==> src/include/wdt_unlock_pkg.sv <==
// Constants for the watchdog reload unlock block
package wdt_unlock_pkg;
  localparam int          ADDR_W         = 16;
  localparam int          DATA_W         = 32;
  // Register indices; byte address is four times the index
  localparam logic [11:0] CTRL_IDX       = 12'hff0;
  localparam logic [11:0] UPPER_IDX      = 12'hff1;
  localparam logic [11:0] HIGH_IDX       = 12'hff2;
  localparam logic [11:0] LOW_IDX        = 12'hff3;
  localparam logic [15:0] CTRL_ADDR      = {2'h0, CTRL_IDX, 2'h0};
  localparam logic [15:0] UPPER_ADDR     = {2'h0, UPPER_IDX, 2'h0};
  localparam logic [15:0] HIGH_ADDR      = {2'h0, HIGH_IDX, 2'h0};
  localparam logic [15:0] LOW_ADDR       = {2'h0, LOW_IDX, 2'h0};
  // Unlock keys
  localparam logic [7:0]  KEY_FIRST      = 8'h55;
  localparam logic [7:0]  KEY_SECOND     = 8'haa;
  // Reload reset value, bytes upper/high/low
  localparam logic [7:0]  UPPER_RST      = 8'h00;
  localparam logic [7:0]  HIGH_RST       = 8'h04;
  localparam logic [7:0]  LOW_RST        = 8'h00;
  localparam logic [23:0] RELOAD_RST     = {UPPER_RST, HIGH_RST, LOW_RST};
  // Field positions of the reload value
  localparam int          UPPER_LSB      = 16;
  localparam int          HIGH_LSB       = 8;
  localparam int          LOW_LSB        = 0;

  typedef enum logic [4:0] {
    ST_LOCKED     = 5'b00001,
    ST_KEY1       = 5'b00010,
    ST_WANT_UPPER = 5'b00100,
    ST_WANT_HIGH  = 5'b01000,
    ST_WANT_LOW   = 5'b10000
  } lock_state_t;
endpackage

==> src/logic/watchdog_reload_unlock.sv <==
// Watchdog reload unlock sequencer with APB register access
// Summary of operation
// - Unlock control register is write-only; reads never return its contents.
// - Writing 55h then aah unlocks the three reload byte registers.
// - Key writes only advance the sequence; nothing is stored.
// - Control at index ff0; writes go to unlock, reads return reset status.
// - Reload byte writes are ignored while locked.
// - Any interrupting register write relocks until restarted from first key.
//
// The APB register port was left to the implementer.
`timescale 1ns/10ps
module watchdog_reload_unlock
(
  input  wire logic                               ref_clk,
  input  wire logic                               rst,
  input  wire logic                               psel,
  input  wire logic                               penable,
  input  wire logic                               pwrite,
  input  wire logic [wdt_unlock_pkg::ADDR_W-1:0]  paddr,
  input  wire logic [wdt_unlock_pkg::DATA_W-1:0]  pwdata,
  input  wire logic [3:0]                         pstrb,
  output logic      [wdt_unlock_pkg::DATA_W-1:0]  prdata,
  output logic                                    pready,
  output logic                                    pslverr,
  input  wire logic [7:0]                         reset_status,
  input  wire logic [23:0]                        count_value,
  output logic      [23:0]                        reload_value,
  output logic                                    reload_update,
  output logic                                    unlocked
);
  import wdt_unlock_pkg::*;

  lock_state_t                state_q;
  lock_state_t                state_d;
  logic [23:0]                reload_q;
  logic [23:0]                reload_d;
  logic                       update_q;
  logic                       update_d;
  logic [DATA_W-1:0]          prdata_q;
  logic [DATA_W-1:0]          prdata_d;
  logic                       pready_q;
  logic                       pready_d;
  logic                       pslverr_q;
  logic                       pslverr_d;
  logic                       setup;
  logic                       wr_en;
  logic                       hit_ctrl;
  logic                       hit_upper;
  logic                       hit_high;
  logic                       hit_low;
  logic                       mapped;
  logic [7:0]                 wbyte;
  logic                       unlocked_q;
  logic                       unlocked_d;
  logic                       low_done;

  assign setup     = psel && !penable;
  // Write commits only at the access edge where pready is seen high
  assign wr_en     = psel && penable && pready_q && pwrite;
  // Full-width compare so no alias of these words can advance the sequence
  assign hit_ctrl  = (paddr == CTRL_ADDR);
  assign hit_upper = (paddr == UPPER_ADDR);
  assign hit_high  = (paddr == HIGH_ADDR);
  assign hit_low   = (paddr == LOW_ADDR);
  assign mapped    = hit_ctrl || hit_upper || hit_high || hit_low;
  // Registers are one byte wide; lane 0 must be strobed for the byte to be taken
  assign wbyte     = pwdata[7:0];
  // Completing low byte write; only the checks below read it
  assign low_done  = wr_en && hit_low && pstrb[0] && (state_q == ST_WANT_LOW);

  // Bus response: no wait state; read data is registered from a flip-flop in the setup cycle
  always_comb
  begin
    pready_d  = setup;
    pslverr_d = 1'b0;
    prdata_d  = prdata_q;
    if (setup)
    begin
      pslverr_d = !mapped;
      prdata_d  = '0;
      if (!pwrite)
      begin
        if (hit_ctrl)
          prdata_d = {24'h000000, reset_status};
        // Reload reads show the live count, not the value written
        else if (hit_upper)
          prdata_d = {24'h000000, count_value[UPPER_LSB +: 8]};
        else if (hit_high)
          prdata_d = {24'h000000, count_value[HIGH_LSB +: 8]};
        else if (hit_low)
          prdata_d = {24'h000000, count_value[LOW_LSB +: 8]};
      end
    end
  end

  always_ff @(posedge ref_clk)
  begin
    if (rst)
    begin
      pready_q  <= 1'b0;
      pslverr_q <= 1'b0;
      prdata_q  <= '0;
    end
    else
    begin
      pready_q  <= pready_d;
      pslverr_q <= pslverr_d;
      prdata_q  <= prdata_d;
    end
  end

  // Lock sequencer; any write is an event, reads never disturb it
  always_comb
  begin
    state_d  = state_q;
    reload_d = reload_q;
    update_d = 1'b0;
    if (wr_en)
    begin
      state_d = ST_LOCKED;
      if (hit_ctrl && pstrb[0])
      begin
        if (state_q == ST_KEY1 && wbyte == KEY_SECOND)
          state_d = ST_WANT_UPPER;
        else if (wbyte == KEY_FIRST)
          state_d = ST_KEY1;
      end
      else if (pstrb[0])
      begin
        unique case (state_q)
          ST_WANT_UPPER:
          begin
            if (hit_upper)
            begin
              reload_d[UPPER_LSB +: 8] = wbyte;
              state_d                  = ST_WANT_HIGH;
            end
          end
          ST_WANT_HIGH:
          begin
            if (hit_high)
            begin
              reload_d[HIGH_LSB +: 8] = wbyte;
              state_d                 = ST_WANT_LOW;
            end
          end
          ST_WANT_LOW:
          begin
            if (hit_low)
            begin
              reload_d[LOW_LSB +: 8] = wbyte;
              update_d               = 1'b1;
            end
          end
          // A reload write before the key pair is a stray write
          ST_LOCKED, ST_KEY1:
          begin
            state_d = ST_LOCKED;
          end
        endcase
      end
    end
    // Flag follows the next state so it leaves a flip-flop without lag
    unlocked_d = (state_d == ST_WANT_UPPER) || (state_d == ST_WANT_HIGH) || (state_d == ST_WANT_LOW);
  end

  always_ff @(posedge ref_clk)
  begin
    if (rst)
    begin
      state_q    <= ST_LOCKED;
      reload_q   <= RELOAD_RST;
      update_q   <= 1'b0;
      unlocked_q <= 1'b0;
    end
    else
    begin
      state_q    <= state_d;
      reload_q   <= reload_d;
      update_q   <= update_d;
      unlocked_q <= unlocked_d;
    end
  end

  assign prdata        = prdata_q;
  assign pready        = pready_q;
  assign pslverr       = pslverr_q;
  assign reload_value  = reload_q;
  assign reload_update = update_q;
  // Unlocked shown once the key pair has been accepted
  assign unlocked      = unlocked_q;
endmodule

==> config.mk <==
export PLATFORM = sky130hd
export DESIGN_NAME = watchdog_reload_unlock
export DESIGN_NICKNAME = d
export VERILOG_FILES = /design/src/include/wdt_unlock_pkg.sv /design/src/logic/watchdog_reload_unlock.sv
export SDC_FILE = /design/constraint.sdc
export NUM_CORES = 1
export LEC_CHECK = 0
export BUFFER_PORTS_ARGS = -buffer_cell sky130_fd_sc_hd__buf_4
export CAP_MARGIN = 20
export CORE_UTILIZATION = 37
export DETAILED_ROUTE_END_ITERATION = 10
export PLACE_DENSITY_LB_ADDON = 0.3
export SYNTH_ARGS = -nofsm -noshare
export SYNTH_HDL_FRONTEND = slang
export SYNTH_SLANG_ARGS = --single-unit
==> constraint.sdc <==
create_clock -name ref_clk -period 2 [get_ports ref_clk]
set_input_delay 0.4 -clock ref_clk [delete_from_list [all_inputs] [get_ports ref_clk]]
set_output_delay 0.4 -clock ref_clk [all_outputs]
set_load 0.005 [all_outputs]
; ---- After elaboration in Yosys (flattened, before gate mapping)
; Cells that the tools add are included.
[classes]
eq_ne = 13
mux = 14
bitwise_logic = 5
reduce_logical = 18
[op_table]
columns = op, count
row1 = $eq 16x14->1 const B, 4
row2 = $mux 8, 5
row3 = $mux 5, 4
row4 = $reduce_and 5->1, 3
row5 = $eq 5x3->1 const B, 2
row6 = $eq 5x4->1 const B, 2
row7 = $eq 5x5->1 const B, 2
row8 = $pmux 5 s2, 1
row9 = $eq 8x7->1 const B, 1
row10 = $eq 8x8->1 const B, 1
row11 = $logic_and 1x1->1, 6
row12 = $eq 5x2->1 const B, 1
row13 = $logic_or 1x1->1, 5
row14 = $not 1->1, 5
row15 = $reduce_or 5->1, 1
row16 = $mux 4, 1
row17 = $mux 3, 1
row18 = $logic_not 1->1, 2
row19 = $mux 2, 1
row20 = $reduce_or 2->1, 1
row21 = $mux 1, 1
[totals]
reg_bits = 65
output_inout_bits = 60
elab_cells = 59

; ---- Logic depth before layout (Yosys ltp)
; Gate-level depths: netlist of run 1.
[logic_depth]
ltp_word = 9
mapped_depth = 7
depth_no_buf = 5

; ---- Worst setup path before layout of run 1
; No wires, ideal clock.
[synth_timing]
path_type = input to register
from = in paddr[3] in the netlist's numbering
to = reg reload_q[3] (netlist: reload_value[3])
arrival_time_ns = 1.932
required_ns = 1.872
slack_ns = -0.059
cell_stages = 5
path_cell_list = clkbuf_1 -> nand4_1 -> nor4_4 -> mux2i_1 -> nor2_1
[synth_between]
elab_chain_cells = 4
word_cells_on_any_way = 5
cone_classes = eq/ne: 2 / bitwise: 1 / reduce/logical: 2
[synth_rtl]
columns = item, line
row1 = from (decl), watchdog_reload_unlock.sv:19  ; input wire logic [wdt_unlock_pkg::ADDR_W-1:0] paddr,
row2 = $eq 16x14->1, watchdog_reload_unlock.sv:61  ; assign hit_ctrl = (paddr == CTRL_ADDR);
row3 = $logic_and 1x1->1, watchdog_reload_unlock.sv:121  ; if (hit_ctrl && pstrb[0])
row4 = $not 1->1 (no source line), n/a
row5 = $reduce_and 5->1 (no source line) (*), n/a
row6 = to (signal assigned), watchdog_reload_unlock.sv:179  ; reload_q <= reload_d;
row7 = to (decl), watchdog_reload_unlock.sv:35  ; logic [23:0] reload_q;
; Every way passes the cells marked *; elsewhere a longest branch is shown, timed or not.
; A chain may end at the register's enable or synchronous reset.

; ---- Worst setup path after layout of run 1
[layout_timing]
from = reg pready_q (netlist: pready)
to = reg reload_q[17] (netlist: reload_value[17])
[layout_between]
elab_chain_cells = 3
[layout_rtl]
columns = item, line
row1 = from (decl), watchdog_reload_unlock.sv:41  ; logic pready_q;
row2 = from (signal assigned), watchdog_reload_unlock.sv:106  ; pready_q <= pready_d;
row3 = $logic_and 1x1->1 (2 in a row), watchdog_reload_unlock.sv:59  ; assign wr_en = psel && penable && pready_q && pwrite;
row4 = $reduce_and 5->1 (no source line), n/a
; Every way passes these cells.

==> results of run 1 <==
==> report_power, final <==
part / total, mW / internal (mW) / switching [mW]
clock: 0.544 / 0.273 / 0.271
sequential: 0.819 / 0.818 / 0.00131
combinational: 0.194 / 0.108 / 0.0859
==> how the worst max path moves through the flow <==
stage          slack, ns  cells after the start               end  startpoint
3_5_place_dp       -0.19                      7  reload_value[20]        psel
3_3_place_gp       -0.16                      7  reload_value[18]        psel
4_1_cts            0.009                      7  reload_value[17]      pready
2_1_floorplan     -0.005                      5   reload_value[3]        psel
5_1_grt            -0.08                      7  reload_value[17]      pready
6_report            0.03                      7  reload_value[17]      pready
==> stage by stage <==
step | setup slack, ns | hold slack [ns] | TNS (ns) | utilization (%)
after global routing | -0.08177 | 0.3473 | -0.9941 | 56.47
after detailed placement | -0.1887 | 0.4480 | -3.899 | 53.93
final | 0.03041 | 0.3539 | 0 | 56.47
after CTS | 0.009159 | 0.3447 | 0 | 56.42
after floorplan | -0.004849 | 0.4483 | -0.03868 | -
after global placement | -0.1592 | 0.4437 | -2.731 | 53.93
==> metal layers <==
layer | vias to the layer above | share of wire, % | track usage (%)
met1 | 918 | 44 | 22.68
met5 | - | 0 | 0
met4 | 0 | 1.4 | 5.660
met3 | 7 | 9.2 | 6.310
met2 | 88 | 45 | 28.67
li1 | 999 | - | -
==> state kept, by name, summed over array words and instances (netlist names) <==
register	cells
pslverr	1
pready	1
state_q	5
reload_update	1
reload_value	24
unlocked	1
prdata	8
==> cell usage in the layout, fill, tap and decap left out, types with 2 or more instances in the layout <==
master     instances
dfxtp_2            2
clkbuf_8           6
nor3b_1            4
mux2i_1           31
nand2b_1           3
nand4_1            6
nor2b_1            3
nor4bb_1           2
buf_4            111
dfxtp_1           39
nor2_1            40
nor4_4             2
a211oi_1           2
o211ai_1           5
a2111oi_0          4
o31ai_1            2
buf_12             4
nand2_1           12
nor4b_1            2
nor4_1             3
conb_1            24
a21oi_1           14
o2111ai_1          3
or2_2              2
==> repair_timing <==
item | in CTS | in global routing
endpoints found under the setup margin | 17 | 19
setup buffers | 2 | 0
pin swaps | 3 | 2
gates resized for setup | 4 | 2
cloned | 1 | 0
==> final cells by class <==
cell class / instances / area [um^2]
Sequential cell: 41 / 823.3
Inverter: 1 / 3.754
Multi-Input combinational cell: 178 / 1154
Clock buffer: 6 / 82.58
Timing Repair Buffer: 117 / 929.6
Clock inverter: 1 / 7.507
Fill cell: 504 / 2382
Tap cell: 72 / 90.09
==> worst max-delay path: cells and delay by family, from the launching register on <==
family	cells	cell delay (ns)
and+or+nand+nor	4	0.92
buffers and inverters	2	0.38
muxes	1	0.19
DFF	1	0.36
==> cell families after synthesis <==
logic type,Yosys count,share of synthesized area (%)
compound gates,33,10.73
buf+inv,39,11.51
mux,31,14.79
simple gates,89,23.26
other cells,1,0.1787
xor+xnor,1,0.4175
flops,41,39.12
==> flow_metrics.env, run 1 <==
export IMPL_finClkSkew_ns=0.006996
export IMPL_cts_sinks=41
export IMPL_wire_per_inst_um=12.91
export IMPL_cts_tree="built"
export IMPL_worstPathArrival_ns=2.14
export IMPL_min_delay_start="pwdata[2]"
export IMPL_instances_no_fill=416
export IMPL_min_path_cells=2
export IMPL_p_leak_nw=1.330
export IMPL_synthCells=235
export IMPL_die_area_mm2=0.005976
export IMPL_drv_slew=0
export IMPL_grt_pass1_wl_um=8590
export IMPL_maxCapViolCount=0
export IMPL_min_to="reload_value[10]"
export IMPL_p_total_mw=1.557
export IMPL_grt_usage_pct=18.04
export IMPL_fp_dieH_um=77.31
export IMPL_synth_cell_types=36
export IMPL_ant_nets=0
export IMPL_max_freq_mhz=507.7
export IMPL_syn_to_final_growth_pct=47.29
export IMPL_grt_max_degree=40
export IMPL_routed_wl_um=5369
export IMPL_synth_most_common_cell="dfxtp_1"
export IMPL_yosys_area_top_type="dfxtp_1"
export IMPL_grt_pass1_vias=1827
export IMPL_grt_overflow_total=0
export IMPL_r2r_start="pready"
export IMPL_first_iter_violations=42
export IMPL_clk_latency_ns=0.29
export IMPL_rrSetupSlack_ns=0.03
export IMPL_worst_setup_path_type="reg -> reg"
export IMPL_start_util_pct=38.34
export IMPL_ir_drop_mv=0.5065
export IMPL_cts_made_buffers=5
export IMPL_coreArea_mm2=0.005473
export IMPL_clkTransAtPathRegs_ns=0.07
export IMPL_antenna_found_initial=0
export IMPL_cp_cell_sequence="nand4_4 > or4b_4 > buf_12 > nor4_4 > buf_4 > mux2i_1 > nor2_1"
export IMPL_die_width_um=77.31
export IMPL_io_buffers=97
export IMPL_rr_worst_depth=7
export IMPL_io_pins=149
export IMPL_cp_slowest_cell="or4b_4"
export IMPL_yosys_top_cells_count="dfxtp_1 (41), nor2_1 (40), mux2i_1 (31), buf_4 (25), a21oi_1 (14)"
export IMPL_htreeDepth=2
export IMPL_run_status="completed"
export IMPL_setup_viol=0
export IMPL_cp_start_kind="flip-flop"
export IMPL_worstReg2RegEnd="reload_value[17]"
export IMPL_first_pass_iters=4
export IMPL_pwr_density_cell_mw_per_mm2=503.8
export IMPL_gp_congestion=0.7676
export IMPL_cts_root_buf="clkbuf_8"
export IMPL_drcViolationCount=0
export IMPL_netlist_area_mm2=0.002098
export IMPL_synth_seq_area_share_pct=39.12
export IMPL_max_stage_delay_ns=0.55
export IMPL_end_kind="flip-flop"
export IMPL_synth_ff_latch_count=41
export IMPL_synth_edf_count=0
export IMPL_placed_cell_area_mm2=0.002952
export IMPL_num_rows=27
export IMPL_fin_crit_ns=1.970
export IMPL_drive_gt1_share_pct=38.95
export IMPL_cp_required_ns=2.17
export IMPL_period_share_pct=98.48
export IMPL_design_area_mm2=0.003090
export IMPL_clockBufferDepth=2
export IMPL_cts_hold_buf=0
export IMPL_final_nets=433
export IMPL_vias=2012
export IMPL_ys_warn_count=0
export IMPL_postSynthAreaPerCell_um2=8.929
export IMPL_hp_class="in -> reg"
export IMPL_rsz0062_at_grt="true"
export IMPL_hold_viol=0
export IMPL_synth_area_leaders="dfxtp_1 (39%), mux2i_1 (15%), buf_4 (8.9%)"
export IMPL_viasPerCell=4.837
export IMPL_post_place_cells=406
export IMPL_synthFlopType="dfxtp_1"
export IMPL_synth_top_area_share_pct=39.12
export IMPL_cp_max_fo=5
export IMPL_n_antenna_cell=0
export IMPL_dpl_hpwl_um=4119
export IMPL_async_reset_ff_share_pct=0
(Power assumes the default switching activity.)
==> run 2: changes to the inputs <==
- GPL_TIMING_DRIVEN: default -> 0
==> flow_metrics.env, run 2 (synthesis results as in run 1) <==
export IMPL_run_status="completed"
export IMPL_p_leak_nw=1.421
export IMPL_fp_dieH_um=77.31
export IMPL_setup_viol=0
export IMPL_maxCapViolCount=0
export IMPL_die_width_um=77.31
export IMPL_dpl_hpwl_um=4389
export IMPL_syn_to_final_growth_pct=54.32
export IMPL_cp_slowest_cell="or4b_4"
export IMPL_fin_crit_ns=1.957
export IMPL_grt_max_degree=13
export IMPL_cp_required_ns=2.16
export IMPL_routed_wl_um=5679
export IMPL_rrSetupSlack_ns=0.04
export IMPL_critical_path_depth=7
export IMPL_start_util_pct=38.34
export IMPL_drv_slew=0
export IMPL_max_freq_mhz=511.0
export IMPL_final_cell_mix="buf_4 (127), nor2_1 (40), dfxtp_1 (40)"
export IMPL_tns_ns=0
export IMPL_end_kind="flip-flop"
export IMPL_hold_viol=0
export IMPL_wire_per_inst_um=12.85
export IMPL_coreArea_mm2=0.005473
export IMPL_grt_overflow_total=0
export IMPL_cts_root_buf="clkbuf_8"
export IMPL_antenna_found_initial=0
export IMPL_cts_made_buffers=5
export IMPL_cts_tree="built"
export IMPL_largest_reg_flops=24
export IMPL_drive_gt1_share_pct=40.81
export IMPL_worst_setup_path_type="reg -> reg"
export IMPL_htreeDepth=2
export IMPL_drcViolationCount=0
export IMPL_vias=2112
export IMPL_first_pass_iters=4
export IMPL_cp_num_buf_inv=2
export IMPL_max_stage_delay_ns=0.60
export IMPL_cp_max_fo=9
export IMPL_ant_nets=0
export IMPL_worstPathArrival_ns=2.12
export IMPL_rsz0062_at_grt="true"
export IMPL_crit_family="simple AND/OR/NAND/NOR gates"
export IMPL_final_common_cell="buf_4"
export IMPL_die_area_mm2=0.005976
export IMPL_p_total_mw=1.556
export IMPL_rr_worst_depth=7
export IMPL_worstReg2RegEnd="reload_value[17]"
export IMPL_gp_congestion=0.7852
export IMPL_ir_drop_mv=0.4089
export IMPL_grt_pass1_vias=2045
export IMPL_grt_pass1_wl_um=9128
export IMPL_first_iter_violations=41
export IMPL_clk_latency_ns=0.29
export IMPL_clockBufferDepth=2
export IMPL_whs_ns=0.2869
export IMPL_r2r_start="pready"
export IMPL_period_share_pct=97.85
export IMPL_cts_sinks=41
export IMPL_cp_cell_sequence="nand4_4 > or4b_4 > nor4_4 > buf_4 > buf_12 > mux2i_2 > nor2_1"
export IMPL_min_to="pready"
export IMPL_grt_usage_pct=18.99
export IMPL_io_pins=149
export IMPL_min_path_cells=2
export IMPL_io_buffers=97
export IMPL_cts_hold_buf=0
export IMPL_num_rows=27
export IMPL_viasPerCell=4.778
export IMPL_final_nets=458
export IMPL_clkTransAtPathRegs_ns=0.08
export IMPL_min_delay_start="rst"
export IMPL_n_antenna_cell=0
export IMPL_finClkSkew_ns=0.004382
export IMPL_pwr_density_cell_mw_per_mm2=480.4
export IMPL_hp_class="in -> reg"
export IMPL_cp_start_kind="flip-flop"
## run 2: cell types whose count changed in the layout (fill, tap and decap cells not counted), sizes merged
cell | previous run | this run
clkbuf | 6 | 17
clkinv | 0 | 2
buf | 117 | 131
clkinvlp | 1 | 0
## run 2: final cells by class
| class | count | area, um^2 |
|---|---|---|
| well taps | 72 | 90.09 |
| multi-input cells | 178 | 1171 |
| clock inverters | 2 | 10.01 |
| flip-flops and latches | 41 | 822.0 |
| fillers | 509 | 2235 |
| plain buffers | 37 | 239.0 |
| clock buffers | 6 | 72.57 |
| repair buffers | 105 | 829.5 |
| inverters | 1 | 3.754 |
## run 2: per-stage QoR
step | instances | util (%) | setup WS (ns) | cell area (um^2)
2_1_floorplan | 258 | - | -0.004849 | 2195
6_report | 442 | 59.17 | 0.04293 | 3238
5_1_grt | 442 | 59.17 | -0.07096 | 3238
3_5_place_dp | 427 | 55.05 | -0.3584 | 3013
3_3_place_gp | 427 | 55.05 | -0.4240 | 3013
4_1_cts | 439 | 58.12 | -0.0006983 | 3181
## run 2: how the worst max path moves through the flow
stage,start,endpoint,slack (ns)
detailed placement,paddr[2],unlocked,-0.36
global route,pready,reload_value[15],-0.07
CTS,pready,reload_value[9],-0.0007
finish,pready,reload_value[17],0.04
floorplan,psel,reload_value[3],-0.005
global placement,paddr[2],unlocked,-0.42
## run 2: metal layers
metal / vias to the layer above / GRT usage, % / wire length (um)
li1: 1060 / - / -
met1: 943 / 21.88 / 2463
met2: 97 / 31.50 / 2584
met3: 12 / 6.548 / 496
met4: 0 / 8.491 / 135
met5: - / 0 / 0
## run 2: worst register-to-register path, delay by kind of cell, from the launching register on
| kind | cells | cell delay (ns) |
|---|---|---|
| buffers and inverters | 2 | 0.30 |
| flip-flops | 1 | 0.35 |
| multiplexers | 1 | 0.21 |
| AND/OR/NAND/NOR | 4 | 0.97 |
## run 2: where the power goes
group / internal [mW] / switching (mW) / leakage (nW) / total [mW]
clock network: 0.242 / 0.272 / 0.0450 / 0.514
logic: 0.132 / 0.0905 / 1.05 / 0.223
registers: 0.818 / 0.00120 / 0.331 / 0.819
total: 1.19 / 0.364 / 1.42 / 1.56
## run 2: what timing repair did
| action | 4_1_cts | 5_1_grt |
|---|---|---|
| pin swaps | 1 | 6 |
| setup endpoints to repair | 25 | 27 |
| buffers inserted | 4 | 4 |
| gates resized for setup | 5 | 7 |
| cloned | 0 | 0 |
